## config.mk

```make
export PLATFORM = sky130hd
export DESIGN_NAME = wdt_timer
export DESIGN_NICKNAME = d
export VERILOG_FILES = /design/src/wdt_timer.v
export VERILOG_INCLUDE_DIRS = /design/src
export SDC_FILE = /design/constraint.sdc
export NUM_CORES = 1
export LEC_CHECK = 0
export CAP_MARGIN = 25
export CORE_MARGIN = 1
export CORE_UTILIZATION = 50
export CTS_CLUSTER_SIZE = 10
export DETAILED_ROUTE_END_ITERATION = 7
export DONT_BUFFER_PORTS = 1
export GPL_TIMING_DRIVEN = 0
export PLACE_DENSITY = 0.7
export SLEW_MARGIN = 15
export SYNTH_ARGS = -nofsm -noshare
export SYNTH_HDL_FRONTEND = slang
export SYNTH_SLANG_ARGS = --single-unit
export TNS_END_PERCENT = 100
```

## constraint.sdc

```tcl
create_clock -name clk -period 4.97 [get_ports clk]
set_clock_uncertainty 0.2 [all_clocks]
set_input_delay 0.994 -clock clk [delete_from_list [all_inputs] [get_ports clk]]
set_output_delay 0.994 -clock clk [all_outputs]
set_load 0.01 [all_outputs]
```

## src/wdt_defs.vh

```
`ifndef WDT_DEFS_VH
`define WDT_DEFS_VH
// Register byte offsets
`define OFF_CONTROL      5'h00
`define OFF_DIVIDER      5'h04
`define OFF_RELOAD       5'h08
`define OFF_COUNT        5'h0C
`define OFF_STATUS       5'h10
`define OFF_MASK         5'h14
`define OFF_KEY          5'h18
// Control field positions
`define CTL_LOCK_BIT     0
`define CTL_START_BIT    1
`define CTL_ALT_BIT      2
// Reset values
`define RST_CONTROL      3'h0
`define RST_DIVIDER      8'hFF
`define RST_RELOAD       16'hFFFF
`define RST_COUNT        16'hFFFF
`define RST_FLAG         1'b0
`define RST_MASK         1'b0
// Edges after reset release before the strap synchroniser holds a settled level
`define STRAP_SETTLE     2'h3
// Service keys
`define KEY_FIRST        16'hA55A
`define KEY_SECOND       16'h5AA5
// Alternate clock divide ratio minus one
`define ALT_DIV_LAST     3'h7
`endif

```

## src/wdt_timer.v

```verilog
`timescale 1ns/10ps
`default_nettype none
`include "wdt_defs.vh"
// Summary of operation
// - Unlocked, setting start_counting loads reload value and starts timer mode.
// - Timer mode: at zero raise end-of-count and reload automatically.
// - Timer runs while start_counting is one, stops when cleared.
// - Every new start reloads both counter and prescaler from preloads.
// - New divider value applies only at the next start, watchdog entry or key reload.
// - Control bit 2 selects bus clock or slower alternate clock.
// - Alternate count clock is rtc source clock divided by eight.
// - Clock select writable only while lock is clear, then frozen.
// - Writing lock bit 0 enters watchdog mode forever; start ignored.
// - Entering watchdog loads reload value; zero asserts system reset.
// - Key pair A55A then 5AA5 reloads the counter in watchdog mode.
// - Strap high sets lock by hardware after reset; else software once.
// - Reserved bits ignore writes and read zero.
// - Prescaler divides by divider value plus one, reset value FF.
// - Divider preload applies on watchdog entry, key reload, or start.
// - Live counter value readable in both modes.
// - Control register at offset zero resets to zero.
// - End-of-count flag set by hardware, cleared by software, not in watchdog.
// - End-of-count request only when mask bit is one.
// - Key writes ignored while unlocked; key register reads zero.
// - Reload value register resets to all ones.
module wdt_timer (
   // Clock and reset
   input  wire        clk,
   input  wire        rst_b,
   // Classic Wishbone slave
   input  wire        wb_cyc_i,
   input  wire        wb_stb_i,
   input  wire        wb_we_i,
   input  wire [4:0]  wb_adr_i,
   input  wire [3:0]  wb_sel_i,
   input  wire [31:0] wb_dat_i,
   output reg  [31:0] wb_dat_o,
   output reg         wb_ack_o,
   // Clocks and straps from outside
   input  wire        rtc_source_clock,
   input  wire        strap_force_watchdog,
   // Results
   output reg         system_reset_out,
   output reg         end_of_count_irq
);

   // Software-visible state
   reg  [2:0]  control_reg;
   reg  [7:0]  divider_reg;
   reg  [15:0] reload_reg;
   reg         mask_reg;
   reg         flag_reg;
   reg         flag_next;

   // Counting state
   reg  [15:0] count_reg;
   reg  [15:0] count_next;
   reg  [7:0]  prescale_reg;
   reg  [7:0]  prescale_next;
   reg  [7:0]  prescale_top_reg;

   // Key sequence
   reg         key_armed_reg;
   reg         key_armed_next;

   // Rtc pin and alternate tick
   reg  [2:0]  rtc_sync_reg;
   reg         rtc_level_reg;
   reg  [2:0]  alt_div_reg;
   reg         alt_tick_reg;

   // Strap pin
   reg  [2:0]  strap_sync_reg;
   reg  [1:0]  strap_age_reg;
   reg         strap_done_reg;

   // Address match of a taken request
   function hit;
      input [4:0] a;
      input [4:0] off;
      begin
         hit = (a == off);
      end
   endfunction

   wire        lock;
   wire        start;
   wire        alt_sel;
   wire        req;
   wire        wr;
   wire        wr_ctl;
   wire        wr_div;
   wire        wr_reload;
   wire        wr_status;
   wire        wr_mask;
   wire        wr_key;
   wire        rtc_agree;
   wire        rtc_rise;
   wire        tick_src;
   wire        strap_high;
   wire        strap_ready;
   wire        start_rise;
   wire        lock_rise;
   wire        key_done;
   wire        do_load;
   wire        running;
   wire        presc_end;
   wire        step;
   wire        at_zero;
   wire        status_clear;

   assign lock = control_reg[`CTL_LOCK_BIT];
   assign start = control_reg[`CTL_START_BIT];
   assign alt_sel = control_reg[`CTL_ALT_BIT];

   // Bus request decode; full words only, so sel is not consulted
   assign req = wb_cyc_i & wb_stb_i & ~wb_ack_o;
   assign wr = req & wb_we_i;
   assign wr_ctl = wr & hit(wb_adr_i, `OFF_CONTROL);
   assign wr_div = wr & hit(wb_adr_i, `OFF_DIVIDER);
   assign wr_reload = wr & hit(wb_adr_i, `OFF_RELOAD);
   assign wr_status = wr & hit(wb_adr_i, `OFF_STATUS);
   assign wr_mask = wr & hit(wb_adr_i, `OFF_MASK);
   assign wr_key = wr & hit(wb_adr_i, `OFF_KEY) & lock;

   // A rtc change counts only once stages one and two agree
   assign rtc_agree = (rtc_sync_reg[1] == rtc_sync_reg[2]);
   assign rtc_rise = rtc_agree & rtc_sync_reg[2] & ~rtc_level_reg;
   assign tick_src = alt_sel ? alt_tick_reg : 1'b1;

   // Strap is judged once its synchroniser has settled after reset
   assign strap_high = strap_sync_reg[1] & strap_sync_reg[2];
   assign strap_ready = (strap_age_reg == `STRAP_SETTLE) & ~strap_done_reg;

   // Load events
   assign start_rise = wr_ctl & ~lock & wb_dat_i[`CTL_START_BIT] & ~start;
   assign lock_rise = ~lock & ((wr_ctl & wb_dat_i[`CTL_LOCK_BIT]) |
                      (strap_ready & strap_high));
   assign key_done = wr_key & key_armed_reg & (wb_dat_i[15:0] == `KEY_SECOND);
   assign do_load = start_rise | lock_rise | key_done;

   assign running = lock | start;
   assign presc_end = (prescale_reg == 8'h00);
   assign step = running & tick_src & presc_end & ~do_load;
   assign at_zero = step & (count_reg == 16'h0000);
   assign status_clear = wr_status & ~wb_dat_i[0];

   // Read multiplexer
   function [31:0] read_mux;
      input [4:0] a;
      begin
         case (a)
            `OFF_CONTROL: read_mux = {29'h0, control_reg};
            `OFF_DIVIDER: read_mux = {24'h0, divider_reg};
            `OFF_RELOAD:  read_mux = {16'h0, reload_reg};
            `OFF_COUNT:   read_mux = {16'h0, count_reg};
            `OFF_STATUS:  read_mux = {31'h0, flag_reg};
            `OFF_MASK:    read_mux = {31'h0, mask_reg};
            default:      read_mux = 32'h0000_0000;
         endcase
      end
   endfunction

   // Bus slave: one wait state, ack for one cycle, unmapped reads return zero
   always @(posedge clk or negedge rst_b) begin
      if (!rst_b) begin
         wb_ack_o <= 1'b0;
         wb_dat_o <= 32'h0000_0000;
      end else begin
         wb_ack_o <= req;
         if (req) begin
            wb_dat_o <= wb_we_i ? 32'h0000_0000 : read_mux(wb_adr_i);
         end
      end
   end

   // Lock bit: set once, by software or strap, cleared only by reset
   always @(posedge clk or negedge rst_b) begin
      if (!rst_b) begin
         control_reg[`CTL_LOCK_BIT] <= 1'b0;
      end else if (lock_rise) begin
         control_reg[`CTL_LOCK_BIT] <= 1'b1;
      end
   end

   // Start and clock select freeze once locked
   always @(posedge clk or negedge rst_b) begin
      if (!rst_b) begin
         control_reg[`CTL_START_BIT] <= 1'b0;
         control_reg[`CTL_ALT_BIT] <= 1'b0;
      end else if (wr_ctl && !lock) begin
         control_reg[`CTL_START_BIT] <= wb_dat_i[`CTL_START_BIT];
         control_reg[`CTL_ALT_BIT] <= wb_dat_i[`CTL_ALT_BIT];
      end
   end

   // Divider preload; the running prescaler keeps its own top value
   always @(posedge clk or negedge rst_b) begin
      if (!rst_b) begin
         divider_reg <= `RST_DIVIDER;
      end else if (wr_div) begin
         divider_reg <= wb_dat_i[7:0];
      end
   end

   always @(posedge clk or negedge rst_b) begin
      if (!rst_b) begin
         reload_reg <= `RST_RELOAD;
      end else if (wr_reload) begin
         reload_reg <= wb_dat_i[15:0];
      end
   end

   always @(posedge clk or negedge rst_b) begin
      if (!rst_b) begin
         mask_reg <= `RST_MASK;
      end else if (wr_mask) begin
         mask_reg <= wb_dat_i[0];
      end
   end

   // Strap synchroniser; stage 0 feeds only stage 1
   always @(posedge clk or negedge rst_b) begin
      if (!rst_b) begin
         strap_sync_reg <= 3'h0;
      end else begin
         strap_sync_reg <= {strap_sync_reg[1:0], strap_force_watchdog};
      end
   end

   // Strap is judged once, so a later strap change cannot lock the block
   always @(posedge clk or negedge rst_b) begin
      if (!rst_b) begin
         strap_age_reg <= 2'h0;
         strap_done_reg <= 1'b0;
      end else begin
         if (strap_age_reg != `STRAP_SETTLE) begin
            strap_age_reg <= strap_age_reg + 2'h1;
         end
         if (strap_ready) begin
            strap_done_reg <= 1'b1;
         end
      end
   end

   // Key sequence detector; other writes between the two keys are allowed
   always @* begin
      key_armed_next = key_armed_reg;
      if (key_done) begin
         key_armed_next = 1'b0;
      end else if (wr_key) begin
         key_armed_next = (wb_dat_i[15:0] == `KEY_FIRST);
      end
   end

   always @(posedge clk or negedge rst_b) begin
      if (!rst_b) begin
         key_armed_reg <= 1'b0;
      end else begin
         key_armed_reg <= key_armed_next;
      end
   end

   // Rtc synchroniser; stage 0 feeds only stage 1
   always @(posedge clk or negedge rst_b) begin
      if (!rst_b) begin
         rtc_sync_reg <= 3'h0;
         rtc_level_reg <= 1'b0;
      end else begin
         rtc_sync_reg <= {rtc_sync_reg[1:0], rtc_source_clock};
         if (rtc_agree) begin
            rtc_level_reg <= rtc_sync_reg[2];
         end
      end
   end

   // One tick pulse per eight settled rtc rising edges
   always @(posedge clk or negedge rst_b) begin
      if (!rst_b) begin
         alt_div_reg <= 3'h0;
         alt_tick_reg <= 1'b0;
      end else begin
         if (rtc_rise) begin
            alt_div_reg <= alt_div_reg + 3'h1;
         end
         alt_tick_reg <= rtc_rise & (alt_div_reg == `ALT_DIV_LAST);
      end
   end

   // Next prescaler and counter values
   always @* begin
      count_next = count_reg;
      prescale_next = prescale_reg;
      if (do_load) begin
         count_next = reload_reg;
         prescale_next = divider_reg;
      end else if (running && tick_src) begin
         if (presc_end) begin
            prescale_next = prescale_top_reg;
            if (count_reg == 16'h0000) begin
               count_next = reload_reg;
            end else begin
               count_next = count_reg - 16'h0001;
            end
         end else begin
            prescale_next = prescale_reg - 8'h01;
         end
      end
   end

   always @(posedge clk or negedge rst_b) begin
      if (!rst_b) begin
         count_reg <= `RST_COUNT;
         prescale_reg <= `RST_DIVIDER;
      end else begin
         count_reg <= count_next;
         prescale_reg <= prescale_next;
      end
   end

   // Division ratio is captured only at a load, never on the fly
   always @(posedge clk or negedge rst_b) begin
      if (!rst_b) begin
         prescale_top_reg <= `RST_DIVIDER;
      end else if (do_load) begin
         prescale_top_reg <= divider_reg;
      end
   end

   // Flag: a zero in the same cycle as a clear wins
   always @* begin
      flag_next = flag_reg;
      if (status_clear) begin
         flag_next = 1'b0;
      end
      if (at_zero && !lock) begin
         flag_next = 1'b1;
      end
   end

   always @(posedge clk or negedge rst_b) begin
      if (!rst_b) begin
         flag_reg <= `RST_FLAG;
      end else begin
         flag_reg <= flag_next;
      end
   end

   always @(posedge clk or negedge rst_b) begin
      if (!rst_b) begin
         end_of_count_irq <= 1'b0;
      end else begin
         end_of_count_irq <= flag_reg & mask_reg & ~lock;
      end
   end

   // System reset is latched; only rst_b releases it
   always @(posedge clk or negedge rst_b) begin
      if (!rst_b) begin
         system_reset_out <= 1'b0;
      end else if (at_zero && lock) begin
         system_reset_out <= 1'b1;
      end
   end

endmodule
`default_nettype wire

```

==> impl.org, run 1 <==
** Status
- The flow ran to the end, and the final reports show no timing, DRC or antenna violations.

** STA
- Fin worst setup slack :: 1520 ps
- The final-report max-slew violation count came to 0.
- Hold violation total from the final report :: 0
- Max-slew headroom at the worst pin :: 32.6%
- Hold slack final :: 100 ps
- Static timing analysis puts the maximum clock frequency at 290 MHz.
- Dividing the final minimum period by the clock period gives 69.4%.
- Slew @ Worst Pin :: 1000 ps
- Setup repair after global routing left no endpoint under its margin.
- Setup total negative slack on the finished layout was measured at 0 ps.
- For the finished layout, the period the worst path requires is 3450 ps.
- Final setup vio count :: 0

** Floorplan
- Die Y :: 101 um
- The die is 101 um wide.
- The die covers 10300 um^2.
- Number of top-level pins :: 83
- Once the floorplan was initialized, standard cells occupied 52.4% of the core.
- Core Region :: 9420 um^2
- After floorplanning, the core was divided into 35 placement rows.

** Clocking
- Number of buffers created by CTS :: 9
- Once the clock tree was built, the setup fixing pass inserted 0 buffers.
- Worst-case clock buffer depth :: 2
- CTS placed an instance of sky130_fd_sc_hd__clkbuf_8 at the clock tree root.
- Buffers inserted to repair hold after CTS numbered 0.
- Clock sink total :: 95
- Clock-pin slew of the registers on the worst-case setup and hold paths :: 110 ps
- TritonCTS built the clock tree.
- The H-tree generated during clock tree synthesis spans 3 levels.
- The later pin in the worst-skew pair is clocked with a latency of 370 ps.
- Cells resized by post-CTS repair :: 0

** Final layout
- After the last flow step, the layout net total stands at 542.
- Layout overhead on the synthesized area :: 8.45%
- 0 antenna diodes ended up in the layout.
- The layout has 802 filler cells.
- In the final layout, the share of cells above drive strength 1 is 29.5%.
- For this run, the number of standard cells in the final layout without fillers is 620.
- The library cell used most frequently in the layout, excluding fill and tap cells, is sky130_fd_sc_hd__dfstp_2.
- In the layout the commonest cells are 56 x sky130_fd_sc_hd__dfstp_2, 46 x sky130_fd_sc_hd__o21ai_0, 39 x sky130_fd_sc_hd__nand2_1, 39 x sky130_fd_sc_hd__dfrtp_1, 33 x sky130_fd_sc_hd__mux2_2.

** Drt
- In this run, the number of DRC markers left after iteration 0 of detailed routing was 368.
- DRC viols :: 0
- Using the TritonRoute via totals, the vias-per-cell ratio works out to 5.99.
- First-pass iteration count of the detailed router :: 5
- Wirelength per Cell :: 18.3 um
- Antenna-violating nets left :: 0
- Summing over every cut layer, the via total after detailed routing is 3715.
- Detailed-route wire length :: 11.3 mm

** Synth
- FFs w/ async S/R, synth :: 100%
- Synth Warn # :: 0
- Summing the sequential cell areas from Yosys gives 49.6% of the chip area.
- Synth Area in Simple Gates :: 16.7%
- After synthesis, the largest family of logic cells by area is simple AND/OR/NAND/NOR gates.
- Synthesis handed over a netlist of 460 instances.
- Post-Synth Adder-Cell Area :: 2.03%
- The synthesized netlist devotes 15.2% of its cell area to compound gates.
- After synthesis, the mean cell area works out to 10.7 um^2.
- After synthesis, the netlist uses 66 different library cells.
- Of the total synthesized cell area, the portion taken by XOR and XNOR cells is 0.533%.
- FF+latch count, synth :: 95
- In this run, synthesis inferred 0 flip-flops with an integrated enable.
- Of the post-synthesis cell area, the part taken by muxes is 10.1%.
- Total standard cell area after synthesis :: 4930 um^2
- Ys flop type :: sky130_fd_sc_hd__dfstp_2

** Placed design
- Port buffering added 0 buffers.
- At the placement stage, the worst setup path has a slack of 1420 ps.
- The congestion estimate from routability-driven global placement came to 0.891.
- Number of instances in the placed design :: 604
- Summed over all nets, the half-perimeter wirelength after detailed placement is 8.30 mm.

** Setup path
- The critical path is of the register to register type.
- STA puts the critical path data required time at 5070 ps.
- Type of element capturing the critical path :: register
- Largest stage delay on the critical path :: 840 ps
- Master of the slowest instance on the critical path :: sky130_fd_sc_hd__nor4_1
- Crit-path cells :: inv_1 -> ha_1 -> or4b_2 -> nor4_1 -> clkbuf_1 -> nand2_1 -> o2bb2ai_1 -> a2bb2oi_1
- Beginning of the worst register-to-register path :: prescale_reg[0]$_DFFE_PN1P_
- Data arrival time of the worst path :: 3550 ps
- Critical Path Source Type :: register
- Biggest fanout along the worst timing path :: 10
- Worst R2R Setup Slack :: 1520 ps
- Critical R2R Capture :: count_reg[7]$_DFFE_PN1P_
- Count of cells along the worst register-to-register path :: 8

** Flow run
- Number of max-cap violations :: 0

** Worst hold path
- HP Class :: input pin to asynchronous set/reset pin

** GRT
- Number of antenna violations at the first check in global routing :: 0
- Total congestion overflow :: 0
- The via count of the first global-routing pass came to 3453.
- Largest net degree at the start of global routing :: 96
- Global-route usage over all layers :: 23.1%
- The first global-routing pass estimated 17.9 mm of wire.

** Power
- Power spread over the standard cell area amounts to 351 nW/um^2.
- The worst-case IR drop observed on VDD is 0.000196 V.
- The analysis attributes to cell leakage a power of 0.00223 uW.
synth_stat cells (3+ instances only):
cell                        number  area share, %
sky130_fd_sc_hd__o22ai_1        12            1.5
sky130_fd_sc_hd__a22oi_1         9            1.4
sky130_fd_sc_hd__buf_6           3           0.68
sky130_fd_sc_hd__a221oi_1        5           0.89
sky130_fd_sc_hd__mux2i_1         3           0.61
sky130_fd_sc_hd__o21ai_0        46            4.7
sky130_fd_sc_hd__mux2_1          4           0.91
sky130_fd_sc_hd__or4_1           5           0.76
sky130_fd_sc_hd__nand4_1         5           0.63
sky130_fd_sc_hd__clkbuf_1       12           0.91
sky130_fd_sc_hd__and3_1          7           0.89
sky130_fd_sc_hd__nand3_1        11            1.1
sky130_fd_sc_hd__ha_1            8            2.0
sky130_fd_sc_hd__a21oi_1         9           0.91
sky130_fd_sc_hd__nor3_1         10            1.0
sky130_fd_sc_hd__dfstp_2        56             30
sky130_fd_sc_hd__nand2_1        39            3.0
sky130_fd_sc_hd__or2_2           3           0.38
sky130_fd_sc_hd__a2bb2oi_1       9            1.6
sky130_fd_sc_hd__nor2_1         24            1.8
sky130_fd_sc_hd__buf_4          17            2.6
sky130_fd_sc_hd__dfrtp_1        39             20
sky130_fd_sc_hd__a21o_1          4           0.61
sky130_fd_sc_hd__or3_1           3           0.38
sky130_fd_sc_hd__inv_1          17            1.3
sky130_fd_sc_hd__nor4bb_1        6            1.2
sky130_fd_sc_hd__nor4_1          5           0.63
sky130_fd_sc_hd__mux2_2         33            7.5
worst max-delay path by stage:
stage	start	endpoint	slack, ps	depth (start not counted)
floorplan	wb_adr_i[1]	prescale_top_reg[0]$_DFFE_PN1P_	1700	6
global placement	wb_adr_i[1]	prescale_top_reg[5]$_DFFE_PN1P_	1440	6
detailed placement	wb_adr_i[1]	prescale_top_reg[5]$_DFFE_PN1P_	1420	6
CTS	prescale_reg[0]$_DFFE_PN1P_	count_reg[7]$_DFFE_PN1P_	1610	8
global route	prescale_reg[0]$_DFFE_PN1P_	count_reg[5]$_DFFE_PN1P_	1420	8
finish	prescale_reg[0]$_DFFE_PN1P_	count_reg[7]$_DFFE_PN1P_	1520	8
metal layers:
layer	wire length [um]	part of all wire [%]	global-route usage, %	up-vias
met4	139	1.2	7.13	0
met5	0	0	0	-
met3	899	7.9	3.86	14
met1	5360	47	35.1	1813
li1	-	-	-	1733
met2	4930	43	33.7	155
power by group:
part           internal (uW)  switching (uW)
Sequential               922             102
Clock                    198             314
Combinational            171             168
critical path, delay by kind of cell, from the launching register on:
family,cells,cell delay (ps)
flops,1,390
fa+ha+maj,1,210
compound gates,2,290
buf+inv,2,540
simple gates,3,1750
stage by stage:
step	util [%]	power (uW)	area [um^2]
after floorplan	-	1280	4990
after global placement	54.7	1350	5150
after detailed placement	54.7	1370	5150
after CTS	56.8	1880	5350
after global routing	56.8	1960	5350
final	56.8	1880	5350
logic make-up after synthesis:
logic type | after synthesis
compound gates | 115
xor+xnor | 3
flops | 95
fa+ha+maj | 8
simple gates | 144
other cells | 1
mux | 43
buf+inv | 51
area by class of cell:
type / count / area (um^2) / area share [%]
Multi-Input combinational cell: 329 / 2260 / 42.3
Inverter: 17 / 63.8 / 1.19
Clock buffer: 9 / 124 / 2.32
Sequential cell: 95 / 2450 / 45.8
Tap cell: 129 / 161 / 3.02
Buffer: 34 / 216 / 4.05
Clock inverter: 7 / 75.1 / 1.40
Power figures use the tool's default switching activity.
==> inputs of run 2 (changes only) <==
Settings changed: PLACE_DENSITY 0.7 to 0.73.
Clock period 4.97 ns to 3.04 ns, I/O delays scaled along.
==> run 2 against run 1 <==
Net effect: sequential share of layout area down 0.73 points; cell count up 0.48%; clock-buffer cell count unchanged; critical endpoint is now count_reg[5]$_DFFE_PN1P_; non-clock buffer count up 3; sequential power up 65%; worst setup slack worse by 1400 ps; clock power up 60%; maximum frequency up 17%; highest routed layer unchanged; sequential cell count unchanged.
==> impl.org, run 2 (same netlist as run 1, synthesis figures left out) <==
** Placed design
- Port buffering added 0 buffers.
- Routability Congestion :: 0.919
- Post-placement worst setup slack :: -386 ps
- Placed cell areas :: 5150 um^2
- Detailed placement finished with a half-perimeter wire length of 8.56 mm.

** Final layout
- Final-stage net count :: 545
- Layout overhead on the synthesized area :: 10.2%
- Antenna cells :: 0
- Most common cell after layout, fill and taps aside :: sky130_fd_sc_hd__dfstp_2
- Fraction of final layout cells with drive strength greater than 1 :: 30.8%
- Fillers :: 805
- Most frequent cells in the layout :: 56 x sky130_fd_sc_hd__dfstp_2, 46 x sky130_fd_sc_hd__o21ai_0, 39 x sky130_fd_sc_hd__nand2_1, 39 x sky130_fd_sc_hd__dfrtp_1, 33 x sky130_fd_sc_hd__mux2_2
- Non-Filler Cell Area, Final :: 5440 um^2

** Clocking
- Clock tree synthesis inserted a total of 9 buffers.
- Clock-pin slew of the registers on the worst-case setup and hold paths :: 110 ps
- The clock net in this run drives a total of 95 sinks.
- The clock reaches the later pin of the worst-skew pair after 370 ps.
- TritonCTS clock tree :: built
- In this run the clock root is driven by a sky130_fd_sc_hd__clkbuf_8.
- H-Tree Depth :: 3
- Worst-case clock buffer depth :: 2

** GRT
- In the global route stage, met3 resource usage came out at 6.90%.
- The initial antenna violation count came to 0.
- First-pass GRT wire length :: 19.1 mm
- GR Util met1 :: 34.4%
- The total overflow left after global routing is 0.
- The via count of the first global-routing pass is 3563.
- Entering global routing, the biggest net connects 96 pins.
- Most used routing layer :: met2
- Global-route track usage on met2 :: 38.1%
- Global-route usage over all layers :: 25.0%

** Setup path
- Beginning of the worst register-to-register path :: prescale_reg[0]$_DFFE_PN1P_
- STA classifies the critical path endpoint as a register.
- Critical Path Source Type :: register
- Path type of the worst setup path :: register to register
- For the worst setup path, the data required time is 3150 ps.
- Tracing the worst setup path back leads to its startpoint at prescale_reg[0]$_DFFE_PN1P_.
- Data arrives at the worst endpoint at 3050 ps.
- Biggest fanout along the worst timing path :: 10

** Drt
- Antenna-violating nets left :: 0
- DRC viols :: 0
- Wirelength per Cell :: 18.9 um
- Detailed-route wire length :: 11.8 mm
- Initial DRC count :: 302
- The first detailed-routing pass took 5 iterations.
- Using the TritonRoute via totals, the vias-per-cell ratio works out to 6.11.
- Overall via count from detail_route :: 3804

** STA
- The worst pin sits at a relative slew slack of 39.9%.
- Slew @ Worst Pin :: 895 ps
- Pins Over Slew Limit :: 0
- Setup violations remaining at the end of the flow were counted as 0.
- Setup repair after global routing missed its margin :: false
- Final TNS setup :: 0 ps
- In the post-route analysis, the smallest setup slack over all paths is 91.6 ps.
- Fin crit period :: 2950 ps
- Hold violation total from the final report :: 0
- Highest Clock Rate :: 339 MHz
- Hold slack final :: 49.1 ps
- Dividing the final minimum period by the clock period gives 97.0%.

** Flow run
- The tool flagged a number of max-cap violations equal to 0.

** Floorplan
- Die width :: 101 um
- Number of top-level pins :: 83
- The die is 101 um tall.
- Initial cell density of the core :: 52.4%
- The die covers 10300 um^2.
- In this run the standard cell core region covers 9420 um^2.
- Std-Cell Rows :: 35

** Power
- For this design the static power due to leakage is 0.00228 uW.
- Pwr/cell area :: 571 nW/um^2
- IR analysis of the VDD net gives a maximum drop of 0.000354 V.

** Worst hold path
- Worst min-delay path startpoint :: rtc_source_clock
- The path class of the tightest hold or removal check is input pin to register.

** Status
- The flow ran to the end, and the final reports show no timing, DRC or antenna violations.
## run 2: report_power, final
group	switching, uW	internal [uW]
logic	308	289
clock network	499	323
registers	177	1510
total	984	2120
## run 2: layout make-up
| cell class | instances | area, um^2 | share of cell area, % |
|---|---|---|---|
| Timing Repair Buffer | 4 | 52.6 | 0.967 |
| Inverter | 17 | 63.8 | 1.17 |
| Clock inverter | 7 | 75.1 | 1.38 |
| Multi-Input combinational cell | 329 | 2300 | 42.2 |
| Buffer | 33 | 215 | 3.96 |
| Sequential cell | 95 | 2450 | 45.0 |
| Clock buffer | 9 | 124 | 2.28 |
| Tap cell | 129 | 161 | 2.97 |
## run 2: timing repair
action,4_1_cts,5_1_grt
hold buffers,2,0
pin swaps,1,1
endpoints found under the setup margin,16,20
buffers inserted,0,2
gates resized for setup,2,7
endpoints found under the hold margin,95,0
## run 2: worst max-delay path, cell delays in order (launching register included)
cell	delay [ps]
sky130_fd_sc_hd__dfstp_2	390
sky130_fd_sc_hd__inv_1	100
sky130_fd_sc_hd__ha_1	210
sky130_fd_sc_hd__or4b_2	680
sky130_fd_sc_hd__nor4_4	420
sky130_fd_sc_hd__clkbuf_2	310
sky130_fd_sc_hd__nand2_1	230
sky130_fd_sc_hd__o22ai_1	230
sky130_fd_sc_hd__a2bb2oi_1	100
## run 2: path summary, 6_finish.rpt
path	to	slack, ps	cells past startpoint
max	count_reg[5]$_DFFE_PN1P_	90	8
min	rtc_sync_reg[0]$_DFF_PN0_	50	0
max reg2reg	count_reg[5]$_DFFE_PN1P_	90	8
min reg2reg	strap_sync_reg[1]$_DFF_PN0_	170	0
max in group asynchronous	count_reg[10]$_DFFE_PN1P_	1660	2
min in group asynchronous	alt_tick_reg$_DFF_PN0_	630	2
## run 2: metal layers
layer,up-vias,part of all wire (%)
li1,1737,-
met1,1848,43
met2,188,45
met3,31,8.5
met4,0,2.9
met5,-,0
## run 2: metrics by stage
step	utilization (%)	std cells	total power, uW
floorplan	-	475	2090
global placement	54.7	604	2210
detailed placement	54.7	604	2240
CTS	57.4	622	3100
global route	57.7	623	3280
finish	57.7	623	3100
==> inputs of run 3 (changes only) <==
Settings changed: CTS_CLUSTER_SIZE 10 to unset, PLACE_DENSITY 0.73 to 0.7.
Clock period 3.04 ns to 3.5 ns, I/O delays scaled along.
==> run 3 against run 2 <==
Net effect: worst hold slack worse by 20 ps; sequential cell count unchanged; largest cell class unchanged; register-to-register slack better by 260 ps; sequential share of layout area is 0.44 points higher; cell count decreased by 0.32%; core utilization decreased by 0.56 points; clock power fell by 12%; final area shrank 0.97%; worst setup slack better by 260 ps; critical endpoint is now count_reg[7]$_DFFE_PN1P_.
==> impl.org, run 3 (same netlist as run 1, synthesis figures left out) <==
** Setup path
- In this design, the stage delay of the slowest critical-path cell is 660 ps.
- Counting cells, the worst reg-to-reg path comes to 8.
- Traced cell by cell, the critical path runs through inv_1 -> ha_1 -> or4b_2 -> nor4_2 -> clkbuf_1 -> nand2_1 -> o2bb2ai_1 -> a2bb2oi_1.
- Required time at the worst-slack endpoint :: 3600 ps
- Critical Path Source Type :: register
- Biggest fanout along the worst timing path :: 10
- The critical path is of the register to register type.
- Beginning of the worst register-to-register path :: prescale_reg[0]$_DFFE_PN1P_
- Worst R2R Setup Slack :: 350 ps
- Data arrives at the worst endpoint at 3250 ps.
- Buffer and inverter count on the worst path :: 2
- Among all stages on the critical path, the largest delay is contributed by sky130_fd_sc_hd__or4b_2.
- Type of element capturing the critical path :: register
- In this run the critical register-to-register path is captured at count_reg[7]$_DFFE_PN1P_.
- Crit-path leading delay family :: simple AND/OR/NAND/NOR gates

** STA
- The tightest hold path in the finished design has a slack of 29.2 ps.
- Highest Clock Rate :: 317 MHz
- Headroom to the max-slew limit came out at 39.4%.
- Setup repair after global routing missed its margin :: false
- For the pin with the worst max-slew slack, the measured transition is 902 ps.
- The number of hold violations in the final report is 0.
- Final TNS setup :: 0 ps
- Period Utilization, post-route :: 90.0%
- Pins Over Slew Limit :: 0
- Setup violations remaining at the end of the flow were counted as 0.
- Fin crit period :: 3150 ps

** GRT
- Number of antenna violations at the first check in global routing :: 0
- Global-route usage over all layers :: 23.2%
- Largest net degree at the start of global routing :: 96
- Number of global-route vias before repair :: 3466
- The first global-routing pass estimated 18.0 mm of wire.
- The total overflow left after global routing is 0.

** Final layout
- Fillers :: 798
- Leaving out fill and tap cells, the most frequent cells in the layout are 56 x sky130_fd_sc_hd__dfstp_2, 46 x sky130_fd_sc_hd__o21ai_0, 39 x sky130_fd_sc_hd__nand2_1, 39 x sky130_fd_sc_hd__dfrtp_1, 33 x sky130_fd_sc_hd__mux2_2.
- The multi-input combinational cells in the finished layout cover a total of 2270 um^2.
- After the last flow step, the layout net total stands at 543.
- Cells with a size suffix above 1 make up 29.9% of the layout.
- Antenna cells :: 0
- The library cell used most frequently in the layout, excluding fill and tap cells, is sky130_fd_sc_hd__dfstp_2.
- Storage cell area :: 2450 um^2
- Compared with the post-synthesis result, the final layout area differs by 9.13%.

** Drt
- After detailed routing, the number of vias per cell comes to 5.94.
- The pre-antenna-repair detailed-routing pass consisted of 5 iterations.
- The count of nets left with antenna violations once routing finished came out at 0.
- Top Metal Used :: met4
- Routed metal-1 wirelength :: 5.58 mm
- The detailed router finished its first iteration with 442 violations.
- Overall via count from detail_route :: 3688
- The routed design uses 719 um of met3 wire.
- Wirelength per Cell :: 18.3 um
- Met2 Wirelength :: 4.95 mm
- DRC viols :: 0
- After detailed routing, the total wire length is 11.4 mm.

** Placed design
- Detailed placer's ending HPWL :: 8.30 mm
- Routability Congestion :: 0.891
- Port buffering added 0 buffers.

** Clocking
- H-Tree Depth :: 3
- Clock-pin slew of the registers on the worst-case setup and hold paths :: 110 ps
- Number of buffers created by CTS :: 9
- Worst-case clock buffer depth :: 2
- At the later pin of the worst-skew pair, clock insertion delay measures 370 ps.
- The tree is rooted in a sky130_fd_sc_hd__clkbuf_8.
- TritonCTS clock tree :: built
- Clock sink total :: 95

** Floorplan
- 83 I/O pins were placed.
- The floorplan has 35 rows.
- The die is 101 um tall.
- From left edge to right edge, the die measures 101 um.
- The die covers 10300 um^2.
- Core Region :: 9420 um^2
- The initial utilization of the core area, before any placement, comes to 52.4%.

** Status
- Outcome :: finished, final reports clean

** Power
- Leak pwr :: 0.00224 uW
- Pwr/cell area :: 499 nW/um^2
- VDD sags by at most 0.000278 V.

** Worst hold path
- The min-delay analysis places its worst path in the category input pin to asynchronous set/reset pin.

** Flow run
- The tool flagged a number of max-cap violations equal to 0.
run 3: routing by layer:
layer,up-vias,track usage (%)
met3,15,3.93
met5,-,0
li1,1735,-
met4,0,7.13
met1,1797,35.1
met2,141,34.1
run 3: worst max-delay path by stage:
stage	from	endpoint	cells past startpoint
6_report	prescale_reg[0]$_DFFE_PN1P_	count_reg[7]$_DFFE_PN1P_	8
5_1_grt	prescale_reg[0]$_DFFE_PN1P_	count_reg[5]$_DFFE_PN1P_	8
4_1_cts	prescale_reg[0]$_DFFE_PN1P_	count_reg[7]$_DFFE_PN1P_	8
3_5_place_dp	prescale_reg[0]$_DFFE_PN1P_	count_reg[7]$_DFFE_PN1P_	8
3_3_place_gp	prescale_reg[0]$_DFFE_PN1P_	count_reg[7]$_DFFE_PN1P_	8
2_1_floorplan	wb_adr_i[1]	prescale_top_reg[0]$_DFFE_PN1P_	6
run 3: metrics by stage:
stage	utilization, %	setup slack (ps)	cell area (um^2)	std cells	power (uW)
2_1_floorplan	-	523	4990	475	1820
3_3_place_gp	54.7	193	5150	604	1920
3_5_place_dp	54.7	155	5150	604	1940
4_1_cts	57.1	140	5380	621	2690
5_1_grt	57.2	247	5380	621	2820
6_report	57.2	349	5380	621	2680
run 3: where the power goes:
part           leakage, uW  total [uW]  internal, uW  switching (uW)
logic              0.00107         506           247             259
registers          0.00108        1450          1310             144
clock network    0.0000981         725           282             443
total              0.00224        2680          1840             847
run 3: repair_timing:
item                                   4_1_cts  5_1_grt
hold buffers                                 1        0
setup endpoints to repair                    0        7
endpoints found under the hold margin       95        0
resized for setup                            0        1
buffers inserted                             0        0
run 3: worst reg2reg max path, delay by kind of cell (launching register included):
family	cells	cell delay (ps)
and+or+nand+nor	3	1480
adders and majority gates	1	200
DFF	1	390
buffers and inverters	2	530
AOI/OAI and AO/OA	2	290
run 3: cell type report:
class | count | area share, %
Timing Repair Buffer | 1 | 0.511
Sequential cell | 95 | 45.5
Multi-Input combinational cell | 329 | 42.1
Inverter | 17 | 1.19
Buffer | 34 | 4.02
Clock inverter | 7 | 1.39
Tap cell | 129 | 3.00
Clock buffer | 9 | 2.30
